## src/pkg/pei_pkg.sv

```systemverilog
package pei_pkg;
  // channel and flag layout
  localparam int NCH   = 4;
  localparam int NFLAG = 38;
  localparam int NCAT  = 8;
  // flag offsets inside the latched bank
  localparam int F_SUP = 0;
  localparam int F_STA = 4;
  localparam int F_CUR = 8;
  localparam int F_CLS = 18;
  localparam int F_DET = 22;
  localparam int F_DIS = 26;
  localparam int F_PG  = 30;
  localparam int F_PE  = 34;
  // pair cut flags sit above the eight readable current flags
  localparam int F_PAIR = F_CUR + 8;
  // summary bit to flag slice, indexed by summary bit position
  localparam int CAT_OFS [NCAT] = '{F_PE, F_PG, F_DIS, F_DET, F_CLS, F_CUR, F_STA, F_SUP};
  localparam int CAT_W   [NCAT] = '{4, 4, 4, 4, 4, 10, 4, 4};
  localparam int CAT_CUR = 5;
  // power supply undervoltage flag is set at reset, so summary bit 7 is too
  localparam logic [NFLAG-1:0] FLAG_RST = 38'h00_0000_0004;
  // command codes
  localparam logic [7:0] CMD_SUMMARY  = 8'h00;
  localparam logic [7:0] CMD_MASK     = 8'h01;
  localparam logic [7:0] CMD_EVT_BASE = 8'h02;
  localparam logic [7:0] CMD_EVT_PAIR = 8'h0a;
  localparam logic [7:0] CMD_GEN_MASK = 8'h17;
  localparam logic [7:0] CMD_RESET    = 8'h1a;
  // field positions and reset values
  localparam int         GIE_BIT     = 7;
  localparam int         RST_CLR_BIT = 7;
  localparam logic [7:0] MASK_RST    = 8'h80;
  localparam logic       GIE_RST     = 1'b0;
  // serial slave states
  typedef enum logic [8:0] {
    ST_IDLE  = 9'h001,
    ST_ADDR  = 9'h002,
    ST_AACK  = 9'h004,
    ST_CMD   = 9'h008,
    ST_CACK  = 9'h010,
    ST_WDATA = 9'h020,
    ST_WACK  = 9'h040,
    ST_RDATA = 9'h080,
    ST_RACK  = 9'h100
  } pei_i2c_st_t;
endpackage

```

## src/hw/pei_flag_bank.sv

```systemverilog
`timescale 1ns/1ps
module pei_flag_bank
  import pei_pkg::*;
#(
  parameter int               W   = NFLAG,
  parameter logic [W-1:0]     RST = FLAG_RST
) (
  input  wire logic           clk_in,
  input  wire logic           rst_n_in,
  input  wire logic [W-1:0]   set_in,
  input  wire logic [W-1:0]   clr_in,
  output logic      [W-1:0]   flag_out
);
  // one sticky latch per event flag
  for (genvar i = 0; i < W; i++) begin : g_flag
    always_ff @(posedge clk_in or negedge rst_n_in) begin
      if (!rst_n_in) begin
        flag_out[i] <= RST[i];
      end else if (set_in[i]) begin
        flag_out[i] <= 1'b1; // set beats a same-cycle clear
      end else if (clr_in[i]) begin
        flag_out[i] <= 1'b0;
      end
    end
  end
endmodule // pei_flag_bank

```

## src/hw/pei_event_irq.sv

```systemverilog
// Operation
// - summary bits active high, one per category
// - reading category event register clears its bit
// - reset command bit 7 clears all bits
// - interrupt when set, mask one, enable one
// - bit 7 is supply faults, resets one
// - bit 5 is overload, pair cut, limit
// - bit 4 is classification done, resets zero
// - summary at code 00h, read only
// - bit 3 is detection cycle done
// - bit 2 is disconnect events
// - bit 1 is power good changes
// - bit 0 is power enable changes
`timescale 1ns/1ps
module pei_event_irq #(
  parameter logic [6:0]                 I2C_ADDR = 7'h20
) (
  input  wire logic                     sys_clk_in,
  input  wire logic                     rst_n_in,
  input  wire logic                     scl_in,
  input  wire logic                     sda_in,
  output logic                          sda_out,
  output logic                          sda_oe_n_out,
  output logic                          int_n_out,
  input  wire logic                     thermal_shutdown_flag_in,
  input  wire logic                     logic_supply_uv_flag_in,
  input  wire logic                     power_supply_uv_flag_in,
  input  wire logic                     sram_fault_flag_in,
  input  wire logic [pei_pkg::NCH-1:0]  start_fault_ch_in,
  input  wire logic [pei_pkg::NCH-1:0]  overload_cut_ch_in,
  input  wire logic                     overload_cut_pair_a_in,
  input  wire logic                     overload_cut_pair_b_in,
  input  wire logic [pei_pkg::NCH-1:0]  current_limit_ch_in,
  input  wire logic [pei_pkg::NCH-1:0]  class_cycle_ch_in,
  input  wire logic [pei_pkg::NCH-1:0]  detect_cycle_ch_in,
  input  wire logic [pei_pkg::NCH-1:0]  disconnect_ch_in,
  input  wire logic [pei_pkg::NCH-1:0]  pgood_change_ch_in,
  input  wire logic [pei_pkg::NCH-1:0]  pwr_enable_change_ch_in
);
  import pei_pkg::*;

  logic              rst_s1_q, rst_s2_q, rst_n;
  logic              scl_s1_q, scl_s2_q, scl_p_q;
  logic              sda_s1_q, sda_s2_q, sda_p_q;
  logic              scl_rise, scl_fall, i2c_start, i2c_stop, addr_hit;
  pei_i2c_st_t       st_q, st_d;
  logic [2:0]        cnt_q;
  logic              full_q, mack_q, oe_n_q, oe_n_d;
  logic [7:0]        sh_q, tx_q, ptr_q;
  logic              rd_stb, wr_stb, glob_clr;
  logic [7:0]        mask_q, event_summary, rd_data, evt_byte;
  logic              global_irq_enable_q, int_n_q, irq_req;
  logic [NFLAG-1:0]  set_vec, clr_vec, flags;
  logic [NCAT-1:0]   cat_clr;
  logic [7:0]        cat_byte [NCAT];
  logic [7:0]        evt_idx;
  logic              evt_hit;

  // reset release through two flops, assertion stays asynchronous
  always_ff @(posedge sys_clk_in or negedge rst_n_in) begin
    if (!rst_n_in) begin
      rst_s1_q <= 1'b0;
      rst_s2_q <= 1'b0;
    end else begin
      rst_s1_q <= 1'b1;
      rst_s2_q <= rst_s1_q;
    end
  end
  assign rst_n = rst_s2_q;

  // bus pins come from outside, two flops before use plus a history stage
  always_ff @(posedge sys_clk_in or negedge rst_n) begin
    if (!rst_n) begin
      {scl_s1_q, scl_s2_q, scl_p_q} <= 3'h7;
      {sda_s1_q, sda_s2_q, sda_p_q} <= 3'h7;
    end else begin
      {scl_s1_q, scl_s2_q, scl_p_q} <= {scl_in, scl_s1_q, scl_s2_q};
      {sda_s1_q, sda_s2_q, sda_p_q} <= {sda_in, sda_s1_q, sda_s2_q};
    end
  end

  // bus conditions seen on the synchronised copies
  assign scl_rise  = scl_s2_q & ~scl_p_q;
  assign scl_fall  = ~scl_s2_q & scl_p_q;
  assign i2c_start = scl_s2_q & scl_p_q & sda_p_q & ~sda_s2_q;
  assign i2c_stop  = scl_s2_q & scl_p_q & ~sda_p_q & sda_s2_q;
  assign addr_hit  = (sh_q[7:1] == I2C_ADDR);

  // frame sequencing; start and stop act at once, other moves happen on a falling clock so sda changes while low
  always_comb begin
    st_d = st_q;
    if (i2c_start) begin
      st_d = ST_ADDR;
    end else if (i2c_stop) begin
      st_d = ST_IDLE;
    end else if (scl_fall) begin
      unique case (st_q)
        ST_IDLE:  st_d = ST_IDLE;
        ST_ADDR:  if (full_q) st_d = addr_hit ? ST_AACK : ST_IDLE;
        ST_AACK:  st_d = sh_q[0] ? ST_RDATA : ST_CMD;
        ST_CMD:   if (full_q) st_d = ST_CACK;
        ST_CACK:  st_d = ST_WDATA;
        ST_WDATA: if (full_q) st_d = ST_WACK;
        ST_WACK:  st_d = ST_WDATA;
        ST_RDATA: if (full_q) st_d = ST_RACK;
        ST_RACK:  st_d = mack_q ? ST_RDATA : ST_IDLE;
        default:  st_d = ST_IDLE;
      endcase
    end
  end

  // register strobes: read fires when a data byte is loaded for sending
  assign rd_stb = scl_fall & ~i2c_start & ~i2c_stop
                & (((st_q == ST_AACK) & sh_q[0]) | ((st_q == ST_RACK) & mack_q));
  assign wr_stb = scl_fall & (st_q == ST_WDATA) & full_q;

  // open drain: oe_n low pulls the line, data bit one just releases
  always_comb begin
    oe_n_d = oe_n_q;
    if (i2c_start || i2c_stop) begin
      oe_n_d = 1'b1;
    end else if (rd_stb) begin
      oe_n_d = rd_data[7];
    end else if (scl_fall) begin
      if (st_d == ST_AACK || st_d == ST_CACK || st_d == ST_WACK) begin
        oe_n_d = 1'b0;
      end else if (st_d == ST_RDATA) begin
        oe_n_d = tx_q[6];
      end else begin
        oe_n_d = 1'b1;
      end
    end
  end

  // shift, count and pointer state
  always_ff @(posedge sys_clk_in or negedge rst_n) begin
    if (!rst_n) begin
      st_q   <= ST_IDLE;
      cnt_q  <= 3'h0;
      full_q <= 1'b0;
      mack_q <= 1'b0;
      oe_n_q <= 1'b1;
      sh_q   <= 8'h00;
      tx_q   <= 8'h00;
      ptr_q  <= CMD_SUMMARY;
    end else begin
      st_q   <= st_d;
      oe_n_q <= oe_n_d;
      if (i2c_start) begin
        cnt_q  <= 3'h0;
        full_q <= 1'b0;
      end else if (scl_rise) begin
        if (st_q == ST_RACK) begin
          mack_q <= ~sda_s2_q; // low means the master wants more
        end else if (st_q inside {ST_ADDR, ST_CMD, ST_WDATA, ST_RDATA}) begin
          sh_q   <= {sh_q[6:0], sda_s2_q};
          cnt_q  <= cnt_q + 3'h1;
          full_q <= (cnt_q == 3'h7);
        end
      end else if (scl_fall) begin
        full_q <= 1'b0;
        if (st_q == ST_CMD && full_q) ptr_q <= sh_q;
        if (rd_stb) tx_q <= rd_data;
        else if (st_q == ST_RDATA) tx_q <= {tx_q[6:0], 1'b0};
      end
    end
  end
  assign sda_out      = 1'b0;
  assign sda_oe_n_out = oe_n_q;

  // code 00h has no write path
  always_ff @(posedge sys_clk_in or negedge rst_n) begin
    if (!rst_n) begin
      mask_q              <= MASK_RST;
      global_irq_enable_q <= GIE_RST;
    end else if (wr_stb) begin
      if (ptr_q == CMD_MASK) mask_q <= sh_q;
      if (ptr_q == CMD_GEN_MASK) global_irq_enable_q <= sh_q[GIE_BIT];
    end
  end

  assign glob_clr = wr_stb & (ptr_q == CMD_RESET) & sh_q[RST_CLR_BIT];

  // event inputs packed in bank order, all from same-clock logic
  assign set_vec = {pwr_enable_change_ch_in, pgood_change_ch_in, disconnect_ch_in,
                    detect_cycle_ch_in, class_cycle_ch_in,
                    overload_cut_pair_b_in, overload_cut_pair_a_in,
                    current_limit_ch_in, overload_cut_ch_in, start_fault_ch_in,
                    sram_fault_flag_in, power_supply_uv_flag_in,
                    logic_supply_uv_flag_in, thermal_shutdown_flag_in};

  pei_flag_bank u_flags (
    .clk_in   (sys_clk_in),
    .rst_n_in (rst_n),
    .set_in   (set_vec),
    .clr_in   (clr_vec),
    .flag_out (flags)
  );

  // per category summary, clear and read-back byte
  for (genvar c = 0; c < NCAT; c++) begin : g_cat
    assign event_summary[c] = |flags[CAT_OFS[c] +: CAT_W[c]];
    assign cat_clr[c] = rd_stb & ((ptr_q == CMD_EVT_BASE + 8'(c))
                      | ((c == CAT_CUR) & (ptr_q == CMD_EVT_PAIR)));
    assign clr_vec[CAT_OFS[c] +: CAT_W[c]] = {CAT_W[c]{cat_clr[c] | glob_clr}};
    // wide current slice shows its eight channel flags here
    assign cat_byte[c] = 8'(flags[CAT_OFS[c] +: CAT_W[c]]);
  end

  // read data selection; unmapped codes read zero
  assign evt_idx  = ptr_q - CMD_EVT_BASE;
  assign evt_hit  = (ptr_q >= CMD_EVT_BASE) && (evt_idx < 8'(NCAT));
  assign evt_byte = cat_byte[evt_idx[2:0]];
  assign rd_data  = (ptr_q == CMD_SUMMARY)  ? event_summary :
                    (ptr_q == CMD_MASK)     ? mask_q :
                    (ptr_q == CMD_GEN_MASK) ? {global_irq_enable_q, 7'h00} :
                    (ptr_q == CMD_EVT_PAIR) ? {6'h00, flags[F_PAIR +: 2]} :
                    evt_hit                 ? evt_byte : 8'h00;

  // masked summary gated by global enable
  assign irq_req = global_irq_enable_q & |(event_summary & mask_q);
  always_ff @(posedge sys_clk_in or negedge rst_n) begin
    if (!rst_n) begin
      int_n_q <= 1'b1;
    end else begin
      int_n_q <= ~irq_req;
    end
  end
  assign int_n_out = int_n_q;
endmodule // pei_event_irq

```

## config.mk

```make
export PLATFORM = sky130hd
export DESIGN_NAME = pei_event_irq
export DESIGN_NICKNAME = d
export VERILOG_FILES = /design/src/pkg/pei_pkg.sv /design/src/hw/pei_flag_bank.sv /design/src/hw/pei_event_irq.sv
export SDC_FILE = /design/constraint.sdc
export NUM_CORES = 1
export LEC_CHECK = 0
export ABC_AREA = 1
export BUFFER_PORTS_ARGS = -buffer_cell sky130_fd_sc_hd__buf_2
export CAP_MARGIN = 25
export CELL_PAD_IN_SITES_DETAIL_PLACEMENT = 1
export CELL_PAD_IN_SITES_GLOBAL_PLACEMENT = 1
export CORE_MARGIN = 3
export CORE_UTILIZATION = 24
export DETAILED_ROUTE_END_ITERATION = 10
export PLACE_DENSITY = 0.51
export SYNTH_ARGS = -nofsm -noshare
export SYNTH_HDL_FRONTEND = slang
export SYNTH_SLANG_ARGS = --single-unit
```

## constraint.sdc

```tcl
create_clock -name sys_clk_in -period 7.9 [get_ports sys_clk_in]
set_clock_uncertainty 0.1 [all_clocks]
set_input_delay 1.185 -clock sys_clk_in [delete_from_list [all_inputs] [get_ports sys_clk_in]]
set_output_delay 1.185 -clock sys_clk_in [all_outputs]
set_load 0.05 [all_outputs]
```

==> metrics.md <==
| Metric | Value |
|---|---|
| Status | complete, no violations |
| RSZ-0062 raised after global routing | no |
| Resized Gates After CTS | 0 |
| First-pass GRT wire length | 26,000 microns |
| Pwr/cell area | 189 nW/um^2 |
| Max frequency | 364 MHz |
| DRT iter0 DRCs | 296 |
| P_int | 0.839 mW |
| Clock Tree Root | clkbuf_16 |
| Worst Path Required | around 8.0 ns |
| Area delta synth->final | 16.4% |
| DRC | 0 |
| Sequential element share of the synthesized area | between 40% and 50% |
| Rel. slew slack | about 47% |
| Post-synth ARST share | between 90% and 100% |
| Distinct cells, synth | 47 |
| Main synth FF type | dfrtp_1 |
| Die ar. | around 23,000 sq um |
| Power share of the clock group | a little over two fifths |
| CP Capture Type | flop |
| # fillers | between 2,000 and 2,500 |
| Worst setup SP type | flop |
| Mapped Area | around 5100 sq um |
| Initial Utilization | 24.9% |
| CTS Hold Bufs | 0 |
| H-Tree Depth | 3 |
| Pre-Repair DR Iteration Count | 5 |
| Nets@finish | slightly above 700 |
| Area share of the largest cell type after synthesis | 40.5% |
| Sequential cell area | ~2400 sq um |
| Psw | between 0.2 and 0.3 mW |
| Crit Path Max Fanout | 12 |
| ANT nets after route | 0 |
| Die Y | roughly 150 microns |
| Worst-skew pair later-pin latency | about 0.34 ns |
| Ports | 45 |
| HP Class | flop to asynchronous set/reset pin |
| Worst Path Class, Setup | flop to flop |
| P_leak | 2.87 nW |
| Core area | just over 20,000 sq um |
| Detailed-route wire length per cell | approximately 17 microns |
| Arrival @ worst endpoint | 2.87 ns |
| Ratio of final minimum period to clock period | 34.8% |
| Worst-path clk slew | roughly 0.07 ns |
| EDFF count, synth | 0 |
| Maxcap violations | 0 |
| Sw Ratio | between 20% and 30% |
| Layout cell share with drive strength beyond 1 | 20.7% |
| Synth top area cells | dfrtp_1 (41%), nand2_1 (7.8%), inv_1 (6.3%), dfstp_2 (5.6%), o21bai_1 (3.8%) |
| Std cell rows | 52 |
| Num CTS Buffers | 9 |
| Dpl ws | a little over 5 ns |
| TritonCTS sink count | 94 |
| Reg2Reg Depth | 10 |
| Worst slew pin tran | approximately 0.8 ns |
| Setup repair bufs after CTS | 0 |
| CTS Buffer Depth | 2 |
| Synth Net Count | 661 |
| Setup TNS | 0 ns |
| Most numerous cell in the Yosys netlist | nand2_1 |
| CTS tree | built |
| R2r setup slk | 5.15 ns |
| GRT Overall Usage | about 14% |
| Largest net degree at the start of global routing | 76 |
| Avg Cell Area, Syn | between 8 and 9 sq um |
| # port buffers | 43 |
| Synth top cells by count | nand2_1 (106), inv_1 (86), dfrtp_1 (83) |
| Setup ws final | around 5.2 ns |
| Number of global-route vias before repair | about 4,700 |
| Vias per cell | approximately 4.7 |
| GP Congestion | roughly 0.89 |
| Post-synth top area cell | dfrtp_1 |
| WL final | ~16,000 microns |
| Post-DP HPWL | 12,500 microns |
| VDD IR max | approximately 0.095 mV |
| Fin. Hold Viols | 0 |
| FF+latch count, synth | 94 |
| Antenna cell count | 0 |
| Die W | about 150 microns |
| Multi-input logic area | approximately 2300 sq um |
| Initial antenna violation count | 0 |
| Vias | about 4,400 |
| Max Slew Vio Count | 0 |
| Power share of the sequential group | 47.0% |
| Synthesized instance count | 612 |
| GR Overflow Total | 0 |
| Syn. warnings | 0 |
| Core Util, Final | between 20 and 30% |
| Part of the power in combinational logic | about 10% |
| Setup violators final | 0 |
| Fin crit period | ~2.7 ns |
[layer usage]
metal | part of all wire, % | vias up | track usage, %
met2 | 46 | 68 | 22.4
li1 | - | 2116 | -
met1 | 49 | 2164 | 19.3
met4 | 1.6 | 0 | 3.90
met5 | 0 | - | 0
met3 | 3.3 | 16 | 2.16
[power groups by stage]
stage	clock network, mW	registers [mW]	logic (mW)
5_1_grt	0.525	0.533	0.129
3_5_place_dp	0	0.539	0.113
4_1_cts	0.502	0.530	0.114
3_3_place_gp	0	0.538	0.111
6_report	0.484	0.530	0.113
2_1_floorplan	0	0.535	0.0765
[stage by stage]
stage	area [sq um]	total power, mW	instances	hold slack (ns)
after floorplan	5130	0.611	612	0.231
after global placement	5610	0.650	915	0.0959
after detailed placement	5610	0.652	915	0.102
after CTS	5940	1.15	931	0.111
after global routing	5970	1.19	932	0.132
final	5970	1.13	932	0.0922
[critical path, stage by stage (launching register included)]
cell	delay [ns]
dfstp_2	0.55
ha_1	0.49
inv_1	0.30
nor2_2	0.24
nand2_1	0.11
inv_1	0.18
nand2_4	0.15
nor3_4	0.17
nand2_1	0.08
nand2_1	0.15
o21bai_1	0.11
[final cells by class]
cell class,instances,share of cell area [%]
tap,270,5.66
inverter,99,6.27
timing repair buffer,45,4.19
clock inverter,3,1.15
clock buffer,13,4.36
sequential,94,39.7
multi-input combinational,408,38.7
[sequential cells by signal, summed over array words and instances, names as in the netlist, 3 cells and up]
| signal | flops |
|---|---|
| cnt_q | 3 |
| mask_q | 8 |
| ptr_q | 8 |
| sh_q | 8 |
| st_q | 9 |
| tx_q | 7 |
| u_flags.flag_out | 38 |
[cell families after synthesis]
| family | count (synthesis) | share of synthesized area (%) |
|---|---|---|
| simple gates | 249 | 24.1 |
| compound gates | 149 | 18.8 |
| buf+inv | 110 | 8.86 |
| flops | 94 | 46.1 |
| fa+ha+maj | 7 | 1.71 |
| other cells | 2 | 0.146 |
| mux | 1 | 0.195 |
[cells in the final DEF, fill, tap and decap left out, types with 3 or more instances in the layout]
cell type and count:
inv_1 86, a21oi_1 20, nand2_1 106, inv_2 12
o221ai_1 3, nor2_2 12, buf_2 43, clkbuf_16 9
nor2_1 47, dfrtp_1 82, o211ai_1 4, nor4_1 6
nand2_4 3, dfstp_2 11, nand3_2 3, nand4_1 12
nor3_1 5, ha_1 7, a31o_1 10, o21bai_1 26
o21ai_0 33, a21oi_2 4, nand3_1 29, o22ai_1 16
o21ai_1 19, nand2_2 13, nor2_4 5
[path summary, 6_finish.rpt]
kind | from | end
worst max register to register | scl_p_q | u_flags.flag_out[29]
min in group sys_clk_in | rst_s1_q | rst_n
worst max-delay path | scl_p_q | u_flags.flag_out[29]
max in group asynchronous | rst_n | st_q[0]
worst min-delay path | rst_n | sh_q[5]
worst min register to register | rst_n | sh_q[5]
Note: power is estimated with default switching activity, not from simulation.
